$ cat src/rtl/udb_map.vh
// Register map, field positions, reset values and timing counts for the
// serial port with line driver enable.
// Assumes inclusion by bare name from the design files.
`ifndef UDB_MAP_VH
`define UDB_MAP_VH

`define UDB_ADDR_W          12
`define UDB_OFF_DATA        12'hF40
`define UDB_OFF_STAT0       12'hF41
`define UDB_OFF_CTL0        12'hF42
`define UDB_OFF_CTL1        12'hF43
`define UDB_OFF_STAT1       12'hF44
`define UDB_OFF_DIV_HI      12'hF46
`define UDB_OFF_DIV_LO      12'hF47

`define UDB_CTL0_TX_ON      7
`define UDB_CTL0_RX_ON      6
`define UDB_CTL0_PAR_ON     4
`define UDB_CTL0_PAR_ODD    3
`define UDB_CTL0_TWO_STOP   1

`define UDB_CTL1_MODE_HI    7
`define UDB_CTL1_NINE_BIT   6
`define UDB_CTL1_MODE_LO    5
`define UDB_CTL1_NINTH_TX   4
`define UDB_CTL1_DRV_POL    3
`define UDB_CTL1_DIV_CTL    2
`define UDB_CTL1_DATA_IRQ   1

`define UDB_CTL0_RESET      8'h00
`define UDB_CTL1_RESET      8'h00
`define UDB_DIV_RESET       16'h0000
`define UDB_ADDR_MATCH_RESET 8'h00

`define UDB_OVERSAMPLE      16
`define UDB_OVS_W           4

`endif

$ cat src/rtl/udb_uart.v
// Serial port with driver enable, interrupts, overrun handling and timer.
// Assumes a register port with one-cycle strobes and read data one cycle
// later; serial input is already synchronous to core_clk.
`timescale 1ns/1ps
`include "udb_map.vh"
module udb_uart #(
    parameter DIV_W = 16
) (
    input  wire                   core_clk,
    input  wire                   resetn,
    input  wire [`UDB_ADDR_W-1:0] reg_addr,
    input  wire [7:0]             reg_wdata,
    input  wire                   reg_wr,
    input  wire                   reg_rd,
    output reg  [7:0]             reg_rdata,
    input  wire                   serial_in_pin,
    output reg                    serial_out_pin,
    output wire                   line_driver_on,
    output wire                   tx_irq,
    output wire                   rx_irq
);
    localparam ST_IDLE  = 5'b00001;
    localparam ST_SETUP = 5'b00010;
    localparam ST_SHIFT = 5'b00100;
    localparam ST_TAIL  = 5'b01000;
    localparam ST_SPARE = 5'b10000;

    reg  [7:0]       ctl0_q, ctl1_q, addr_match_q;
    reg  [DIV_W-1:0] div_q;
    wire             wr_data = reg_wr && reg_addr == `UDB_OFF_DATA;
    wire             rd_data = reg_rd && reg_addr == `UDB_OFF_DATA;
    wire             tx_on   = ctl0_q[`UDB_CTL0_TX_ON];
    wire             rx_on   = ctl0_q[`UDB_CTL0_RX_ON];
    wire             nine    = ctl1_q[`UDB_CTL1_NINE_BIT];
    wire             div_reload;
    wire             div_wr  = reg_wr && (reg_addr == `UDB_OFF_DIV_HI ||
                                          reg_addr == `UDB_OFF_DIV_LO);

    // Bit rate is system clock / (16 * divisor).
    udb_baud_divider #(.WIDTH(DIV_W)) u_div (
        .core_clk (core_clk),
        .resetn   (resetn),
        .divisor  (div_q),
        .restart  (div_wr),
        .reload   (div_reload)
    );

    // Transmit side: sixteen reloads make one bit period.
    reg  [4:0] tx_st_q;
    reg  [3:0] tx_ovs_q;
    reg  [3:0] tx_bit_q;
    reg  [10:0] tx_sh_q;
    reg  [7:0] tx_hold_q;
    reg        tx_full_q, tx_empty_flag_q, drv_q;
    wire       tx_tick  = div_reload && tx_ovs_q == 4'hF;
    wire       par_bit  = ^tx_hold_q ^ ctl0_q[`UDB_CTL0_PAR_ODD];
    wire       ninth_on = nine || ctl0_q[`UDB_CTL0_PAR_ON];
    wire       ninth    = nine ? ctl1_q[`UDB_CTL1_NINTH_TX] : par_bit;
    wire [3:0] frame_n  = 4'h9 + {3'h0, ninth_on}
                        + {3'h0, ctl0_q[`UDB_CTL0_TWO_STOP]};

    always @(posedge core_clk or negedge resetn)
    begin
        if (!resetn)
        begin
            tx_st_q         <= ST_IDLE;
            tx_ovs_q        <= 4'h0;
            tx_bit_q        <= 4'h0;
            tx_sh_q         <= 11'h7FF;
            tx_hold_q       <= 8'h00;
            tx_full_q       <= 1'b0;
            tx_empty_flag_q <= 1'b1;
            drv_q           <= 1'b0;
            serial_out_pin  <= 1'b1;
        end
        else
        begin
            if (div_reload)
                tx_ovs_q <= tx_ovs_q + 4'h1;
            if (wr_data)
            begin
                tx_hold_q       <= reg_wdata;
                tx_full_q       <= 1'b1;
                tx_empty_flag_q <= 1'b0;
            end
            case (tx_st_q)
                ST_IDLE:
                begin
                    serial_out_pin <= 1'b1;
                    drv_q          <= 1'b0;
                    if (wr_data && tx_on)
                    begin
                        drv_q    <= 1'b1;
                        tx_ovs_q <= 4'hF;
                        tx_bit_q <= 4'hF;
                        tx_st_q  <= ST_SETUP;
                    end
                end
                ST_SETUP:
                    // The first reload may come at once; one extra keeps
                    // the setup at least a whole bit period long.
                    if (tx_tick && tx_bit_q == 4'hF)
                        tx_bit_q <= 4'h0;
                    else if (tx_tick)
                    begin
                        tx_sh_q   <= {2'b11, ninth_on ? ninth : 1'b1,
                                      tx_hold_q};
                        tx_full_q <= wr_data;
                        serial_out_pin <= 1'b0;
                        tx_bit_q  <= 4'h0;
                        tx_st_q   <= ST_SHIFT;
                    end
                ST_SHIFT:
                    if (tx_tick)
                    begin
                        if (tx_bit_q == 4'h0 && !tx_full_q && !wr_data)
                            tx_empty_flag_q <= 1'b1;
                        if (tx_bit_q == frame_n)
                            tx_st_q <= ST_TAIL;
                        else
                        begin
                            serial_out_pin <= tx_sh_q[0];
                            tx_sh_q  <= {1'b1, tx_sh_q[10:1]};
                            tx_bit_q <= tx_bit_q + 4'h1;
                        end
                    end
                ST_TAIL:
                begin
                    // Stop bit ended last cycle; the driver stays on for
                    // this one clock while a queued byte is looked for.
                    if (tx_full_q || wr_data)
                    begin
                        tx_sh_q   <= {2'b11, ninth_on ? ninth : 1'b1,
                                      wr_data ? reg_wdata : tx_hold_q};
                        tx_full_q <= 1'b0;
                        serial_out_pin <= 1'b0;
                        tx_bit_q  <= 4'h0;
                        tx_ovs_q  <= 4'h0;
                        tx_st_q   <= ST_SHIFT;
                    end
                    else
                    begin
                        drv_q   <= 1'b0;
                        tx_st_q <= ST_IDLE;
                    end
                end
                default:
                    tx_st_q <= ST_IDLE;
            endcase
        end
    end

    // Driver is held on from load through the last stop bit.
    assign line_driver_on = drv_q ^ ctl1_q[`UDB_CTL1_DRV_POL];
    assign tx_irq = tx_empty_flag_q && tx_on;

    // Receive side: sample at mid-bit using the 16x tick.
    reg  [2:0] rx_st_q;
    reg  [3:0] rx_ovs_q, rx_bit_q;
    reg  [8:0] rx_sh_q;
    reg  [7:0] rx_data_q;
    reg        avail_q, par_err_q, frm_err_q, brk_q, ovr_q;
    reg        pend_ovr_q, pend_brk_q, mp_match_q, data_irq_q, ninth_rx_q;
    wire [3:0] rx_n     = 4'h8 + {3'h0, ninth_on};
    wire       mid      = div_reload && rx_ovs_q == 4'h7;
    wire       is_addr  = nine && rx_sh_q[8];
    wire       frame_ok = serial_in_pin;
    wire       is_brk   = ~|rx_sh_q && !serial_in_pin;
    wire [1:0] mp_mode  = {ctl1_q[`UDB_CTL1_MODE_HI],
                           ctl1_q[`UDB_CTL1_MODE_LO]};
    wire       addr_eq  = rx_sh_q[7:0] == addr_match_q;
    reg        want_irq;

    // In nine-bit mode data interrupts follow the address-match mode.
    always @*
    begin
        want_irq = 1'b1;
        if (nine)
        begin
            case (mp_mode)
                2'b00:   want_irq = 1'b1;
                2'b01:   want_irq = is_addr;
                2'b10:   want_irq = is_addr ? addr_eq : mp_match_q;
                default: want_irq = !is_addr && mp_match_q;
            endcase
        end
    end

    always @(posedge core_clk or negedge resetn)
    begin
        if (!resetn)
        begin
            rx_st_q    <= 3'b001;
            rx_ovs_q   <= 4'h0;
            rx_bit_q   <= 4'h0;
            rx_sh_q    <= 9'h000;
            rx_data_q  <= 8'h00;
            avail_q    <= 1'b0;
            par_err_q  <= 1'b0;
            frm_err_q  <= 1'b0;
            brk_q      <= 1'b0;
            ovr_q      <= 1'b0;
            pend_ovr_q <= 1'b0;
            pend_brk_q <= 1'b0;
            mp_match_q <= 1'b0;
            data_irq_q <= 1'b0;
            ninth_rx_q <= 1'b0;
        end
        else
        begin
            // A read clears the flags or loads a pending overrun; an arriving event below wins.
            if (rd_data)
            begin
                avail_q    <= 1'b0;
                par_err_q  <= 1'b0;
                frm_err_q  <= 1'b0;
                brk_q      <= 1'b0;
                data_irq_q <= 1'b0;
                ovr_q      <= 1'b0;
                if (pend_ovr_q)
                begin
                    avail_q    <= 1'b1;
                    ovr_q      <= 1'b1;
                    brk_q      <= pend_brk_q;
                    pend_ovr_q <= 1'b0;
                    pend_brk_q <= 1'b0;
                end
            end
            if (div_reload)
                rx_ovs_q <= rx_ovs_q + 4'h1;
            case (rx_st_q)
                3'b001:
                    if (!serial_in_pin && rx_on)
                    begin
                        rx_ovs_q <= 4'h0;
                        rx_bit_q <= 4'h0;
                        rx_st_q  <= 3'b010;
                    end
                3'b010:
                    if (mid)
                    begin
                        if (rx_bit_q == 4'h0 && serial_in_pin)
                            rx_st_q <= 3'b001;
                        else if (rx_bit_q == rx_n + 4'h1)
                        begin
                            rx_st_q <= 3'b100;
                        end
                        else
                        begin
                            if (rx_bit_q != 4'h0)
                                rx_sh_q <= ninth_on ?
                                    {serial_in_pin, rx_sh_q[8:1]} :
                                    {1'b0, serial_in_pin, rx_sh_q[7:1]};
                        end
                        rx_bit_q <= rx_bit_q + 4'h1;
                    end
                3'b100:
                begin
                    rx_st_q <= 3'b001;
                    if (is_addr)
                        mp_match_q <= addr_eq;
                    if (avail_q && !rd_data || pend_ovr_q)
                    begin
                        // Keep the unread byte; report later.
                        pend_ovr_q <= 1'b1;
                        pend_brk_q <= is_brk;
                    end
                    else
                    begin
                        rx_data_q  <= rx_sh_q[7:0];
                        ninth_rx_q <= rx_sh_q[8];
                        avail_q    <= 1'b1;
                        frm_err_q  <= !frame_ok;
                        brk_q      <= is_brk;
                        par_err_q  <= ctl0_q[`UDB_CTL0_PAR_ON] && !nine &&
                            (^rx_sh_q ^ ctl0_q[`UDB_CTL0_PAR_ODD]);
                        data_irq_q <= want_irq;
                    end
                end
                default:
                    rx_st_q <= 3'b001;
            endcase
        end
    end

    // Divider interrupt: receiver off uses the divider control bit.
    wire div_irq_en = rx_on ? 1'b0 : ctl1_q[`UDB_CTL1_DIV_CTL];
    reg  div_irq_q;
    always @(posedge core_clk or negedge resetn)
    begin
        if (!resetn)
            div_irq_q <= 1'b0;
        else if (div_reload && div_irq_en)
            div_irq_q <= 1'b1;
        else if (reg_rd && reg_addr == `UDB_OFF_STAT0)
            div_irq_q <= 1'b0;
    end

    assign rx_irq = (data_irq_q && ctl1_q[`UDB_CTL1_DATA_IRQ])
                  || ovr_q || frm_err_q || brk_q || div_irq_q;

    // Register port.
    always @(posedge core_clk or negedge resetn)
    begin
        if (!resetn)
        begin
            ctl0_q       <= `UDB_CTL0_RESET;
            ctl1_q       <= `UDB_CTL1_RESET;
            div_q        <= `UDB_DIV_RESET;
            addr_match_q <= `UDB_ADDR_MATCH_RESET;
            reg_rdata    <= 8'h00;
        end
        else
        begin
            if (reg_wr)
            begin
                case (reg_addr)
                    `UDB_OFF_CTL0:   ctl0_q <= reg_wdata;
                    `UDB_OFF_CTL1:   ctl1_q <= reg_wdata;
                    `UDB_OFF_STAT1:  addr_match_q <= reg_wdata;
                    `UDB_OFF_DIV_HI: div_q[15:8] <= reg_wdata;
                    `UDB_OFF_DIV_LO: div_q[7:0] <= reg_wdata;
                    default:         ;
                endcase
            end
            reg_rdata <= 8'h00;
            if (reg_rd)
            begin
                case (reg_addr)
                    `UDB_OFF_DATA:   reg_rdata <= rx_data_q;
                    `UDB_OFF_STAT0:  reg_rdata <= {avail_q, par_err_q,
                        ovr_q, frm_err_q, brk_q, tx_empty_flag_q,
                        tx_st_q == ST_IDLE, div_irq_q};
                    `UDB_OFF_CTL0:   reg_rdata <= ctl0_q;
                    `UDB_OFF_CTL1:   reg_rdata <= ctl1_q;
                    `UDB_OFF_STAT1:  reg_rdata <= {7'h00, ninth_rx_q};
                    `UDB_OFF_DIV_HI: reg_rdata <= div_q[15:8];
                    `UDB_OFF_DIV_LO: reg_rdata <= div_q[7:0];
                    default:         reg_rdata <= 8'h00;
                endcase
            end
        end
    end
endmodule // udb_uart

$ cat src/rtl/udb_baud_divider.v
// Baud divider: counts system clocks down from the 16-bit divisor and pulses
// on each reload. Assumes one clock, asynchronous active-low reset.
`timescale 1ns/1ps
module udb_baud_divider #(
    parameter WIDTH = 16
) (
    input  wire             core_clk,
    input  wire             resetn,
    input  wire [WIDTH-1:0] divisor,
    input  wire             restart,
    output reg              reload
);
    reg [WIDTH-1:0] count_q;

    // A divisor of zero is treated as one so the divider never stalls.
    always @(posedge core_clk or negedge resetn)
    begin
        if (!resetn)
        begin
            count_q <= {WIDTH{1'b0}};
            reload  <= 1'b0;
        end
        else if (restart)
        begin
            count_q <= divisor;
            reload  <= 1'b0;
        end
        else if (count_q <= {{(WIDTH-1){1'b0}}, 1'b1})
        begin
            count_q <= divisor;
            reload  <= 1'b1;
        end
        else
        begin
            count_q <= count_q - {{(WIDTH-1){1'b0}}, 1'b1};
            reload  <= 1'b0;
        end
    end
endmodule // udb_baud_divider

$ cat config.mk
export PLATFORM = sky130hd
export DESIGN_NAME = udb_uart
export DESIGN_NICKNAME = d
export VERILOG_FILES = /design/src/rtl/udb_uart.v /design/src/rtl/udb_baud_divider.v
export VERILOG_INCLUDE_DIRS = /design/src /design/src/rtl
export SDC_FILE = /design/constraint.sdc
export NUM_CORES = 1
export LEC_CHECK = 0
export BUFFER_PORTS_ARGS = -buffer_cell sky130_fd_sc_hd__buf_2
export CAP_MARGIN = 0
export CORE_ASPECT_RATIO = 1.25
export CORE_UTILIZATION = 50
export DETAILED_ROUTE_END_ITERATION = 7
export GPL_TIMING_DRIVEN = 0
export HOLD_SLACK_MARGIN = 0.15
export PLACE_DENSITY = 0.66
export SLEW_MARGIN = 20
export SYNTH_ARGS = -nofsm -noshare
export SYNTH_HDL_FRONTEND = slang
export SYNTH_SLANG_ARGS = --single-unit
$ cat constraint.sdc
create_clock -name core_clk -period 2.8 [get_ports core_clk]
set_input_delay 0.56 -clock core_clk [delete_from_list [all_inputs] [get_ports core_clk]]
set_output_delay 0.56 -clock core_clk [all_outputs]
set_load 0.02 [all_outputs]
---- Word-level counts from Yosys, hierarchy flattened ----
Cells that the tools add are included.
W data, S select, Z words.
word-level totals
  flip-flop bits (word level) ............. 140
  bits of input ports ..................... 25
  output and inout bits ................... 12
operators by class
  $add $sub $neg .......................... 9
  magnitude comparators ................... 1
  equal/unequal tests ..................... 34
  mux-type cells .......................... 93
  bitwise gates (word level) .............. 6
  reduce and logical (&&, ||, !) cells .... 62
operators by type and width
  cell                     number
  $eq A12 B12 Y1 const B   7
  $mux W4                  14
  $pmux W8 S7              1
  $mux W11                 5
  $mux W1                  48
  $pmux W11 S3             1
  $mux W16                 2
  $mux W5                  5
  $logic_and A1 B1 Y1      21
  $add A4 B1 Y4 const B    5
  $ne A2 B2 Y1 const B     10
  $pmux W5 S4              1
  $reduce_and A6 Y1        3
  $le A16 B1 Y1 const B    1
  $mux W8                  2
  $pmux W4 S2              2
  $pmux W4 S4              1
  $sub A16 B1 Y16 const B  1
  $mux W3                  5
  $reduce_and A2 Y1        7
  $reduce_and A5 Y1        2
  $mux W9                  1
  $reduce_or A9 Y1         1
  $reduce_xor A9 Y1        1
  31 further kinds         58

---- Logic depth before layout (Yosys ltp) ----
  depth after elaboration ................. 8
  depth in mapped cells ................... 8
  gate-level depth less buffers ........... 7

---- Modules after synthesis ----
Synthesis repeated with hierarchy kept, for this count alone.
unflattened totals
  cells, all modules ...................... 600
  area, all modules ....................... 6,934.2 um^2
by module, submodules not included
  module            instances  cells each  area each (um^2)  seq. area each (um^2)
  udb_uart          1          508         6,038.3           3,019.1
  udb_baud_divider  1          92          895.9             425.4

---- Least setup slack after synthesis ----
Ideal clock, no wire load.
  path kind ............................... input to register
  from .................................... input port reg_addr[5]
  to ...................................... register rx_data_q[1]
  setup time .............................. 0.125 ns
  arrival ................................. 2.468 ns
  path slack .............................. 0.207 ns
  stages on the path ...................... 7
  cell sequence ........................... or4b_4 nor4_4 a21boi_1 or3_1 clkbuf_1 buf_6 mux2_4
on the way
  cells in the longest elaborated chain, start to end .. 7
ends and longest elaborated chain
  what                                  line            source
  start: declaration                    udb_uart.v:11   input wire [`UDB_ADDR_W-1:0] reg_addr,
  $eq A12 B12 Y1                        -
  $logic_and A1 B1 Y1 (no source line)  -
  $logic_not A1 Y1                      udb_uart.v:262  if (avail_q && !rd_data || pend_ovr_q)
  $logic_and A1 B1 Y1                   udb_uart.v:262
  $logic_or A1 B1 Y1                    udb_uart.v:262
  $not A1 Y1 (no source line)           -
  $reduce_and A2 Y1 (no source line)    -
  end signal: assignment                udb_uart.v:270  rx_data_q <= rx_sh_q[7:0];
  end: declaration                      udb_uart.v:161  reg [7:0] rx_data_q;
No other way between the ends.
A chain may end at the register's enable or synchronous reset.

---- Final worst setup path ----
  from .................................... input port reg_addr[5]
  to ...................................... register rx_data_q[2]
The elaborated chain is that of the path after synthesis.

==> impl_results.md <==
* Outcome: completed
* Critical Path Max Stage Delay at 570 ps
* Pre-Repair DR Iteration Count at 5
* # rows at 47
* CP delay by family, top: simple AND/OR/NAND/NOR gates
* Clk Latency, worst-skew pair at 420 ps
* Final Cycle Share at 93.0%
* Slowest CP cell: or4b_4
* Largest net degree at the start of global routing at 94
* Clk pin slew, worst setup/hold paths at 60 ps
* Tmin final at 2600 ps
* WHS at 406 ps
* Final Setup Violations at 0
* Vias at 5214
* First-pass GRT wire length at 26900 um
* Maximum vdd drop at 437 uV
* Syn_nets at 670
* Area grow syn2layout at 14.9%
* Die Area at 14400 um2
* Root Buffer: clkbuf_16
* Least-Margin Pin Slew at 856 ps
* Port buffer count at 34
* Most frequent cells in the layout: dfrtp_1 (124), mux2_2 (71), nand2_1 (66)
* Vias in the first global route at 5135
* WL final at 16700 um
* RSZ-0062 raised after global routing: no
* Pleak at 3.71 nW
* CP cell instances: buf_2 > or4b_4 > nor4_4 > a21boi_1 > or3_1 > clkbuf_1 > buf_6 > mux2_4
* DRT iter0 DRCs at 331
* EDFF count, synth at 0
* Main synth FF type: dfrtp_1
* Worst min path class: in -> reg
* PwrDens at 624 nW/um2
* CTS Buf Count at 17
* Worst setup path category: in -> reg
* Syn avg cell area at 11.0 um2
* Mapped Cells at 632
* Post-Place Cells at 838
* Power Total at 0.00500 W
* Core Footprint at 13400 um2
* Register area share after synthesis at 49.3%
* Netlist cell types at 64
* Die Span X at 108 um
* Asr flop ratio synth at 100%
* Final slew viol count at 0
* Slew HR at 42.4%
* Ys Warns at 0
* Fin cells at 872
* Fmax at 384 MHz
* Total track usage at 24.7%
* DRC Markers at 0
* Max-cap violations at 0
* Antenna Nets Post-Route at 0
* Critical Path RT at 3110 ps
* H-tree level count at 4
* CP Max Fanout at 10
* CP arrival at 2910 ps
* Buf+Inv Stages, Crit Path at 3
* Routed len/inst at 19.1 um
* Seq cells post-synth at 137
* Die Y at 134 um
* Antenna Cells at 0
* Commonest non-fill, non-tap cell in the layout: dfrtp_1
* Global route total overflow at 0
* Setup Skew at 9.07 ps
* # IOs at 37
* GPL Wtd Cong at 0.877
* HPWL Detailed at 12300 um
* CTS tree: yes
* Hold Violations, Final at 0
* Antenna violations before repair at 0
* Initial core utilization at 52.1%
* Layout cells sized above 1 at 25.5%
* Vias per cell at 5.98
* Nets@finish at 726
* CTS sink cnt at 137
* CP startpoint kind: input port
* Critical Path End Type: flop
* Max Root-Sink Buffers at 2
* Synthesized area at 6980 um2
-- what timing repair did --
item,CTS,global route
hold buffers,1,0
hold endpoints to repair,43,0
resized for setup,0,3
setup endpoints to repair,0,18
buffers inserted,0,1
-- worst register-to-register path, cell delays in order, from the launching register on --
cell and delay [ps]:
dfrtp_1 470, nor2_1 360, ha_1 320, xnor2_1 160, o31ai_1 300, a22oi_1 190
nand3b_1 170, buf_4 200, mux2_2 350
-- metrics by stage --
step / util [%] / setup slack [ps] / setup TNS [ps] / area, um2
floorplan: - / 207 / 0 / 6980
global placement: 54.9 / -649 / -82500 / 7370
detailed placement: 55.2 / -216 / -4390 / 7400
CTS: 59.7 / 10.3 / 0 / 8000
global route: 59.8 / 18.8 / 0 / 8020
finish: 59.8 / 197 / 0 / 8020
-- power breakdown --
part,internal (W),switching (W)
clock network,0.00134,0.000861
registers,0.00214,0.000153
logic,0.000260,0.000251
-- flip-flops by register name (all words and copies together) (netlist names), 8 cells and up --
register / count
rx_data_q: 8
tx_hold_q: 8
u_div.count_q: 16
rx_sh_q: 9
reg_rdata: 8
ctl0_q: 8
addr_match_q: 8
ctl1_q: 8
tx_sh_q: 9
div_q: 16
-- layer usage --
layer | wire [um] | GRT usage (%)
met5 | 0 | 0
met3 | 832 | 5.34
met1 | 7000 | 30.7
met4 | 527 | 11.0
met2 | 8330 | 41.0
-- logic make-up (layout without fill, tap and decap cells) --
group	Yosys count	in the layout	share of synthesized area, %
mux	88	88	14.3
buf+inv	50	119	2.83
simple gates	191	191	14.7
fa+ha+maj	13	13	2.33
flops	137	137	49.3
compound gates	110	110	10.9
xor+xnor	43	43	5.59
-- Yosys cell counts, drive strengths merged (13+ instances only) --
library cell,number,area share [%]
o21ai,26,1.9
dfrtp,124,44
xnor2,24,3.0
dfstp,13,4.9
mux2,77,13
clkbuf,18,0.97
a21oi,21,1.5
xor2,18,2.3
inv,27,1.5
nor2,37,2.0
ha,13,2.3
nand2,66,3.5
-- final timing paths --
check,from,end,slack [ps],cells past startpoint
worst max-delay path,reg_addr[5],rx_data_q[2]$_DFFE_PN0P_,200,8
worst min-delay path,serial_in_pin,frm_err_q$_DFF_PN0_,410,2
worst max register to register,ctl0_q[4]$_DFFE_PN0P_,tx_sh_q[4]$_DFFE_PN1P_,200,8
worst min register to register,tx_sh_q[8]$_DFFE_PN1P_,tx_sh_q[8]$_DFFE_PN1P_,480,2
max in group asynchronous,resetn,tx_st_q[0]$_DFFE_PN1P_,1390,3
min in group asynchronous,resetn,u_div.count_q[6]$_DFF_PN0_,610,2
-- area by class of cell --
class,instances,area (um2)
Clock buffer,19,443
Clock inverter,13,146
Multi-Input combinational cell,445,3350
Buffer,23,97.6
Tap cell,171,214
Fill cell,1091,5380
Inverter,27,101
Timing Repair Buffer,37,225
Sequential cell,137,3440
Note: power is estimated with default switching activity, not from simulation.
